`src/include/krts_pkg.sv`:
```
// Purpose: Shared constants and types for the partner training status bank
// Assumes: Avalon-MM word-indexed register map, 32-bit data
// Notes:   Byte address is four times the word index
package krts_pkg;
    // Register word indices; not all multiples of four, so byte addr = 4*index
    localparam logic [11:0] IDX_COEF_EXCH   = 12'h4D4;
    localparam logic [11:0] IDX_TAP_READ    = 12'h4D5;
    localparam logic [11:0] IDX_TRAIN_CTRL  = 12'h4D7;
    localparam int ADDR_W                   = 14;
    localparam logic [13:0] ADDR_COEF_EXCH  = {IDX_COEF_EXCH, 2'b00};
    localparam logic [13:0] ADDR_TAP_READ   = {IDX_TAP_READ, 2'b00};
    localparam logic [13:0] ADDR_TRAIN_CTRL = {IDX_TRAIN_CTRL, 2'b00};
    // Field positions in the coefficient exchange word
    localparam int POS_REQ      = 16;
    localparam int POS_INIT     = 22;
    localparam int POS_PRESET   = 23;
    localparam int POS_REPORT   = 24;
    localparam int POS_RXDONE   = 30;
    // Field positions in the tap readback word
    localparam int POS_MAIN     = 0;
    localparam int POS_POST     = 8;
    localparam int POS_PRE      = 16;
    // Training control bit position and reset value
    localparam int POS_TRAIN_EN = 0;
    localparam logic RST_TRAIN_EN = 1'b1;
    // Tap widths and limits
    localparam int MAIN_W = 5;
    localparam int POST_W = 6;
    localparam int PRE_W  = 5;
    localparam logic [4:0] MAIN_INIT   = 5'h14;
    localparam logic [5:0] POST_INIT   = 6'h08;
    localparam logic [4:0] PRE_INIT    = 5'h02;
    localparam logic [4:0] MAIN_PRESET = 5'h1F;
    localparam logic [5:0] POST_PRESET = 6'h00;
    localparam logic [4:0] PRE_PRESET  = 5'h00;
    localparam logic [4:0] MAIN_MAX    = 5'h1F;
    localparam logic [5:0] POST_MAX    = 6'h3F;
    localparam logic [4:0] PRE_MAX     = 5'h1F;
    localparam logic [31:0] RD_UNMAPPED = 32'h0000_0000;

    // Coefficient request codes
    typedef enum logic [1:0] {
        KRTS_REQ_HOLD = 2'b00,
        KRTS_REQ_INC  = 2'b01,
        KRTS_REQ_DEC  = 2'b10,
        KRTS_REQ_RSVD = 2'b11
    } krts_req_e;

    // Coefficient status codes
    typedef enum logic [1:0] {
        KRTS_ST_NOTUPD = 2'b00,
        KRTS_ST_MIN    = 2'b01,
        KRTS_ST_UPD    = 2'b10,
        KRTS_ST_MAX    = 2'b11
    } krts_st_e;

    // One received training frame, control words already trimmed
    typedef struct packed {
        logic       init_req;
        logic       preset_req;
        logic [5:0] coef_req;
        logic       rx_done;
        logic [5:0] coef_report;
    } krts_frame_s;

    // Trained transmit taps
    typedef struct packed {
        logic [4:0] main_v;
        logic [5:0] post_v;
        logic [4:0] pre_v;
    } krts_taps_s;
endpackage

```
`src/hdl/krts_tap_step.sv`:
```
// Purpose: One transmit tap stepped by a coefficient request code
// Assumes: Steps saturate at zero and at the tap maximum
// Notes:   Used once per tap by the status bank
`timescale 1ns/1ps
`default_nettype none
module krts_tap_step #(
    parameter int W = 5
) (
    input  wire logic [W-1:0] cur,
    input  wire logic [1:0]   req,
    input  wire logic [W-1:0] max_v,
    output logic      [W-1:0] nxt,
    output logic      [1:0]   st
);
    // Decode the request; reserved code behaves as hold
    always_comb begin
        nxt = cur;
        st  = krts_pkg::KRTS_ST_NOTUPD;
        unique case (req)
            krts_pkg::KRTS_REQ_INC: begin
                if (cur == max_v) begin
                    st = krts_pkg::KRTS_ST_MAX;
                end else begin
                    nxt = cur + W'(1);
                    st  = (nxt == max_v) ? krts_pkg::KRTS_ST_MAX : krts_pkg::KRTS_ST_UPD;
                end
            end
            krts_pkg::KRTS_REQ_DEC: begin
                if (cur == '0) begin
                    st = krts_pkg::KRTS_ST_MIN;
                end else begin
                    nxt = cur - W'(1);
                    st  = (nxt == '0) ? krts_pkg::KRTS_ST_MIN : krts_pkg::KRTS_ST_UPD;
                end
            end
            krts_pkg::KRTS_REQ_HOLD: begin
                nxt = cur;
            end
            krts_pkg::KRTS_REQ_RSVD: begin
                nxt = cur;
            end
        endcase
    end
endmodule
`default_nettype wire

```
`src/hdl/krts_status_bank.sv`:
```
// Purpose: Partner training status registers with trained tap readback
// Assumes: Frames arrive as one-cycle valid strobes synchronous to CLK
// Notes:   Avalon-MM slave with waitrequest, one wait state per access
// Function
// - Show partner's first request word, six bits, from latest frame.
// - Request field read-only, writable by software when training disabled.
// - Request pair codes: 01 increment, 10 decrement, 00 hold, 11 reserved.
// - Upper pair is +1 request, middle pair 0, lowest pair -1.
// - Initialize request set puts transmit taps in INITIALIZE state.
// - Preset request set applies preset taps turning equalization off.
// - Show partner's second status word, six bits, read-only.
// - Status pair codes: 11 maximum, 01 minimum, 10 updated, 00 not.
// - Partner receiver-ready bit read-only, shows partner training complete.
// - Hold read-only main, post and pre tap copies, 5/6/5 bits.
// - Taps updated by coefficient logic from partner commands in training.
//
// The implementer's own choice: the Avalon-MM register port.
`timescale 1ns/1ps
`default_nettype none
module krts_status_bank (
    input  wire logic                        CLK,
    input  wire logic                        RESET,
    input  wire logic                        CE,
    input  wire logic [krts_pkg::ADDR_W-1:0] AVS_ADDRESS,
    input  wire logic                        AVS_READ,
    input  wire logic                        AVS_WRITE,
    input  wire logic [31:0]                 AVS_WRITEDATA,
    input  wire logic [3:0]                  AVS_BYTEENABLE,
    output logic      [31:0]                 AVS_READDATA,
    output logic                             AVS_WAITREQUEST,
    input  wire logic                        FRAME_VALID,
    input  wire krts_pkg::krts_frame_s       FRAME,
    output krts_pkg::krts_taps_s             TX_TAPS,
    output logic      [5:0]                  TX_COEF_REPORT,
    output logic                             TRAINING_ENABLE
);
    // Bus handshake state
    typedef enum logic [1:0] {
        KRTS_BUS_IDLE = 2'b01,
        KRTS_BUS_ACK  = 2'b10
    } krts_bus_e;

    krts_bus_e                 bus_q, bus_d;
    logic                      ack;
    logic [31:0]               rdata_q, rdata_d;
    logic                      train_en_q, train_en_d;
    krts_pkg::krts_frame_s     frm_q, frm_d;
    krts_pkg::krts_taps_s      taps_q, taps_d;
    logic [5:0]                rep_q, rep_d;
    logic [4:0]                main_n, pre_n;
    logic [5:0]                post_n;
    logic [1:0]                main_st, post_st, pre_st;
    logic                      wr_exch, wr_ctrl;
    logic [31:0]               exch_word, taps_word;

    // Request waits one cycle so read data come from a flop
    assign ack             = (bus_q == KRTS_BUS_ACK);
    assign AVS_WAITREQUEST = (AVS_READ | AVS_WRITE) & ~ack;
    assign AVS_READDATA    = rdata_q;
    assign TX_TAPS         = taps_q;
    assign TX_COEF_REPORT  = rep_q;
    assign TRAINING_ENABLE = train_en_q;
    assign wr_exch = AVS_WRITE & ack & (AVS_ADDRESS == krts_pkg::ADDR_COEF_EXCH);
    assign wr_ctrl = AVS_WRITE & ack & (AVS_ADDRESS == krts_pkg::ADDR_TRAIN_CTRL);

    // Register images for reads
    always_comb begin
        exch_word = '0;
        exch_word[krts_pkg::POS_REQ +: 6]    = frm_q.coef_req;
        exch_word[krts_pkg::POS_INIT]        = frm_q.init_req;
        exch_word[krts_pkg::POS_PRESET]      = frm_q.preset_req;
        exch_word[krts_pkg::POS_REPORT +: 6] = frm_q.coef_report;
        exch_word[krts_pkg::POS_RXDONE]      = frm_q.rx_done;
        taps_word = '0;
        taps_word[krts_pkg::POS_MAIN +: krts_pkg::MAIN_W] = taps_q.main_v;
        taps_word[krts_pkg::POS_POST +: krts_pkg::POST_W] = taps_q.post_v;
        taps_word[krts_pkg::POS_PRE  +: krts_pkg::PRE_W]  = taps_q.pre_v;
    end

    // Bus slave: one wait state, then ack for a single cycle
    always_comb begin
        bus_d   = bus_q;
        rdata_d = rdata_q;
        unique case (bus_q)
            KRTS_BUS_IDLE: begin
                if (AVS_READ | AVS_WRITE) begin
                    bus_d = KRTS_BUS_ACK;
                end
                if (AVS_READ) begin
                    unique case (AVS_ADDRESS)
                        krts_pkg::ADDR_COEF_EXCH:  rdata_d = exch_word;
                        krts_pkg::ADDR_TAP_READ:   rdata_d = taps_word;
                        krts_pkg::ADDR_TRAIN_CTRL: rdata_d = {31'h0, train_en_q};
                        default:                   rdata_d = krts_pkg::RD_UNMAPPED;
                    endcase
                end
            end
            KRTS_BUS_ACK: begin
                bus_d = KRTS_BUS_IDLE;
            end
            default: begin
                bus_d = KRTS_BUS_IDLE;
            end
        endcase
    end

    always_ff @(posedge CLK) begin
        if (RESET) begin
            bus_q   <= KRTS_BUS_IDLE;
            rdata_q <= 32'h0000_0000;
        end else if (CE) begin
            bus_q   <= bus_d;
            rdata_q <= rdata_d;
        end
    end

    // Training enable control, software owned
    always_comb begin
        train_en_d = train_en_q;
        if (wr_ctrl && AVS_BYTEENABLE[0]) begin
            train_en_d = AVS_WRITEDATA[krts_pkg::POS_TRAIN_EN];
        end
    end

    always_ff @(posedge CLK) begin
        if (RESET) begin
            train_en_q <= krts_pkg::RST_TRAIN_EN;
        end else if (CE) begin
            train_en_q <= train_en_d;
        end
    end

    // Frame capture; frames win while training runs, software only when off
    always_comb begin
        frm_d = frm_q;
        if (FRAME_VALID && train_en_q) begin
            frm_d = FRAME;
        end else if (wr_exch && !train_en_q && AVS_BYTEENABLE[2]) begin
            frm_d.coef_req   = AVS_WRITEDATA[krts_pkg::POS_REQ +: 6];
            frm_d.init_req   = AVS_WRITEDATA[krts_pkg::POS_INIT];
            frm_d.preset_req = AVS_WRITEDATA[krts_pkg::POS_PRESET];
        end
    end

    // Tap steppers, +1 post, 0 main, -1 pre
    krts_tap_step #(.W(krts_pkg::POST_W)) u_post (
        .cur   (taps_q.post_v),
        .req   (frm_d.coef_req[5:4]),
        .max_v (krts_pkg::POST_MAX),
        .nxt   (post_n),
        .st    (post_st)
    );
    krts_tap_step #(.W(krts_pkg::MAIN_W)) u_main (
        .cur   (taps_q.main_v),
        .req   (frm_d.coef_req[3:2]),
        .max_v (krts_pkg::MAIN_MAX),
        .nxt   (main_n),
        .st    (main_st)
    );
    krts_tap_step #(.W(krts_pkg::PRE_W)) u_pre (
        .cur   (taps_q.pre_v),
        .req   (frm_d.coef_req[1:0]),
        .max_v (krts_pkg::PRE_MAX),
        .nxt   (pre_n),
        .st    (pre_st)
    );

    // Coefficient update; preset outranks initialize, which outranks steps
    always_comb begin
        taps_d = taps_q;
        rep_d  = rep_q;
        if (FRAME_VALID && train_en_q) begin
            if (FRAME.preset_req) begin
                taps_d.main_v = krts_pkg::MAIN_PRESET;
                taps_d.post_v = krts_pkg::POST_PRESET;
                taps_d.pre_v  = krts_pkg::PRE_PRESET;
                rep_d = {krts_pkg::KRTS_ST_UPD, krts_pkg::KRTS_ST_UPD, krts_pkg::KRTS_ST_UPD};
            end else if (FRAME.init_req) begin
                taps_d.main_v = krts_pkg::MAIN_INIT;
                taps_d.post_v = krts_pkg::POST_INIT;
                taps_d.pre_v  = krts_pkg::PRE_INIT;
                rep_d = {krts_pkg::KRTS_ST_UPD, krts_pkg::KRTS_ST_UPD, krts_pkg::KRTS_ST_UPD};
            end else begin
                taps_d.main_v = main_n;
                taps_d.post_v = post_n;
                taps_d.pre_v  = pre_n;
                rep_d = {post_st, main_st, pre_st};
            end
        end
    end

    always_ff @(posedge CLK) begin
        if (RESET) begin
            frm_q  <= '0;
            taps_q <= {krts_pkg::MAIN_INIT, krts_pkg::POST_INIT, krts_pkg::PRE_INIT};
            rep_q  <= 6'h00;
        end else if (CE) begin
            frm_q  <= frm_d;
            taps_q <= taps_d;
            rep_q  <= rep_d;
        end
    end
endmodule
`default_nettype wire

```
`config.mk`:
```
export PLATFORM = sky130hd
export DESIGN_NAME = krts_status_bank
export DESIGN_NICKNAME = d
export VERILOG_FILES = /design/src/include/krts_pkg.sv /design/src/hdl/krts_tap_step.sv /design/src/hdl/krts_status_bank.sv
export SDC_FILE = /design/constraint.sdc
export NUM_CORES = 1
export LEC_CHECK = 0
export ABC_AREA = 1
export ABC_CLOCK_PERIOD_IN_PS = 2700
export BUFFER_PORTS_ARGS = -buffer_cell sky130_fd_sc_hd__buf_2
export CAP_MARGIN = 20
export CORE_MARGIN = 5
export CORE_UTILIZATION = 52
export DETAILED_ROUTE_END_ITERATION = 16
export PLACE_DENSITY_LB_ADDON = 0.1
export SYNTH_ARGS = -nofsm -noshare
export SYNTH_HDL_FRONTEND = slang
export SYNTH_SLANG_ARGS = --single-unit
export TNS_END_PERCENT = 1
```
`constraint.sdc`:
```
create_clock -name CLK -period 2.7 [get_ports CLK]
set_input_delay 0.135 -clock CLK [delete_from_list [all_inputs] [get_ports CLK]]
set_output_delay 0.135 -clock CLK [all_outputs]
set_load 0.05 [all_outputs]
```
==> results.tsv <==
metric	value	unit
drc violations	0	
final worst-path cycle share	0.906	
Routability Congestion	0.947	
worst hold start	AVS_WRITEDATA[0]	
Lkg Pwr	2.24	nW
Clock Skews	0.00845	ns
# nets final	748	
I/O pin total	127	
DR vias	4001	
Hold Crit Depth	3	
Syn Area/Cell	7.10	µm²
synth-to-layout area growth	20.1	%
Async SR Flop Fraction	0	
worst hold-check path type	input pin to flop	
clk slew on worst S/H paths	0.07	ns
post-synthesis simple-gate area fraction	0.268	
largest net degree at the start of global routing	47	
dpl cell area	4500	µm²
Buffers on Ports	95	
count of cell types in the netlist	38	
worst reg2reg endpoint	TX_TAPS[0]$_SDFFE_PP0P_	
crit path DAT	2.72	ns
Critical Path RT	2.98	ns
global routing usage on met2	0.401	
clk buf depth	2	
min Tclk post-route	2.45	ns
die height	97.3	µm
Synth area leader	dfxtp_1	
GRT met3 Usage	0.0510	
DIE AREA	9470	µm²
initial antenna violation count	0	
met1 usage	0.279	
vias in the first global route	3901	
Setup-failing EPs final	0	
clk root buf	clkbuf_8	
worst skew pair latency	0.34	ns
top cells by area, synth	dfxtp_1 (33%), nand2_1 (9.3%), a21oi_1 (6.9%)	
Global Route Usage Sum	0.232	
CTS tree	done	
Crit Path Category	flop to flop	
hold endpoint	TRAINING_ENABLE$_SDFFE_PP1P_	
YS warnings	0	
Iteration-0 DRC Markers	189	
busiest grt layer	met2	
Worst slew margin	0.526	
Reg2Reg Setup Slack	0.25	ns
share of cells above drive strength 1	0.248	
# rows	31	
core area	7330	µm²
post-synthesis compound-gate area fraction	0.194	
EDFF count, synth	0	
first-pass GRT wire length	18100	µm
top-count cell post-synth	nand2_1	
Crit Path Max Fanout	11	
Mapped Area	3960	µm²
Crit. End Element	flop	
Routed WL	10900	µm
CP startpoint kind	flop	
Max Cap Viol	0	
flip-flop and latch area	1320	µm²
fill count	680	
Max H-tree Level	3	
Synth Register Bits	66	
final hold violations	0	
Syn Inst Count	558	
mux contribution to synthesized area	0	
PwrDens	543	nW/µm²
final core occ	0.649	
R2R cell count	13	
Clock Sinks	66	
Initial Util	0.541	
dpl hpwl	8030	µm
adder and majority gate portion of the synthesized area	0.0663	
post-DR vias/cell	5.27	
grt total ovfl	0	
Post-Synth XOR/XNOR Area	0.0420	
post-route ant nets	0	
Critical Path, Cell by Cell	nand2_1 > buf_4 > or2_2 > nand2_4 > inv_1 > ha_1 > inv_1 > o21ai_0 > inv_1 > nand2_4 > nand2_1 > nand2_1 > a21oi_2	
Pre-antenna DRT Iters	4	
FF-to-FF Start	TRAINING_ENABLE$_SDFFE_PP1P_	
drt wl/cell	14.3	µm
area occupied by multi-input gates	2300	µm²
Max Clock Freq	0.409	GHz
Die X	97.3	µm
status	complete, no violations	
CP max stage delay	0.39	ns
fin. max-slew vios	0	
Synth top area share	0.333	
synth cell count leaders	nand2_1 (98), dfxtp_1 (66), inv_1 (60), a21oi_1 (55), o21ai_0 (54)	
worst vdd ir	323	µV
Top FF cell, synth	dfxtp_1	
cts bufs inserted	9	
worst slew pin tran	0.707	ns
main combinational cell family by area after synthesis	simple AND/OR/NAND/NOR gates	
CP max-delay cell	dfxtp_1	
post-route cell area	4760	µm²
sequential area share after synthesis	0.333	
ANT cells	0	
[worst max-delay path: cells and delay by family, from the launching register on]
family	cells	cell delay (ns)
DFF	1	0.39
adders and majority gates	1	0.26
buffers and inverters	4	0.66
and+or+nand+nor	6	0.84
AOI/OAI and AO/OA	2	0.22
[how the worst max path moves through the flow]
stage / to / startpoint / slack (ns)
finish: TX_TAPS[0]$_SDFFE_PP0P_ / TRAINING_ENABLE$_SDFFE_PP1P_ / 0.25
global route: TX_TAPS[7]$_SDFFE_PP0P_ / TRAINING_ENABLE$_SDFFE_PP1P_ / -0.004
CTS: TX_TAPS[7]$_SDFFE_PP0P_ / bus_q[1]$_SDFFE_PP0P_ / 0.11
detailed placement: TX_TAPS[7]$_SDFFE_PP0P_ / AVS_ADDRESS[5] / 0.1
global placement: TX_TAPS[7]$_SDFFE_PP0P_ / AVS_ADDRESS[5] / 0.22
floorplan: TX_TAPS[6]$_SDFFE_PP0P_ / TRAINING_ENABLE$_SDFFE_PP1P_ / 0.16
[layout by cell type, fill, tap and decap left out, types with 4 or more instances in the layout]
master    synthesis  routed
nor3_1            4       4
nand4_1          10      10
a21oi_1          55      55
clkbuf_8          0      12
a31oi_1           4       4
nand3_1          32      32
nand2_1          98      98
a21oi_2           5       5
buf_2             4      95
conb_1            1       6
o22ai_1           7       7
ha_1             21      21
nand2_2           8       9
inv_1            60      60
buf_4             7      12
xnor2_1           5       5
or2_2             4       4
o21ai_1           5       6
xor2_1           14      14
nand3_2           7       6
o21ai_0          54      52
dfxtp_1          66      66
o211ai_1          6       6
nor2_1           45      44
[cells by family (layout without fill, tap and decap cells)]
| kind of cell | Yosys count | after routing |
|---|---|---|
| compound gates | 140 | 140 |
| xor+xnor | 19 | 19 |
| fa+ha+maj | 21 | 21 |
| buf+inv | 90 | 186 |
| flops | 66 | 66 |
| other cells | 1 | 6 |
| simple gates | 221 | 222 |
[layout make-up]
| class | instances | area share |
|---|---|---|
| multi-input combinational | 408 | 0.484 |
| sequential | 66 | 0.278 |
| timing repair buffer | 107 | 0.119 |
| inverter | 64 | 0.0505 |
| clock buffer | 13 | 0.0355 |
| tap | 99 | 0.0260 |
| clock inverter | 2 | 0.00736 |
[what timing repair did]
action                     4_1_cts  5_1_grt
hold buffers                     0        0
resized for setup                0        6
setup buffers                    0        4
setup endpoints to repair        0       11
[per-stage QoR]
stage                     worst slack (ns)  setup TNS, ns  hold WS [ns]  total power, mW  instances
after floorplan                      0.164              0         0.265             1.58        563
after global placement               0.220              0         0.352             1.73        739
after detailed placement            0.0980              0         0.366             1.74        739
after CTS                            0.115              0       0.00407             2.60        754
after global routing              -0.00446       -0.00446        0.0182             2.72        759
final                                0.255              0       0.00716             2.59        759
[where the power goes]
part / switching (mW) / internal, mW
sequential: 0.0572 / 1.03
combinational: 0.455 / 0.185
clock: 0.358 / 0.496
total: 0.870 / 1.72
[flip-flops by register name, summed over array words and instances (netlist names)]
| name | count |
|---|---|
| bus_q | 2 |
| AVS_READDATA | 26 |
| exch_word | 15 |
| TX_TAPS | 16 |
| TX_COEF_REPORT | 6 |
| TRAINING_ENABLE | 1 |
[layer usage]
| layer | part of all wire | wire [µm] |
|---|---|---|
| met1 | 0.43 | 4640 |
| met2 | 0.49 | 5380 |
| met3 | 0.055 | 593 |
| met4 | 0.024 | 262 |
| met5 | 0 | 0 |
Note: power is estimated with default switching activity, not from simulation.
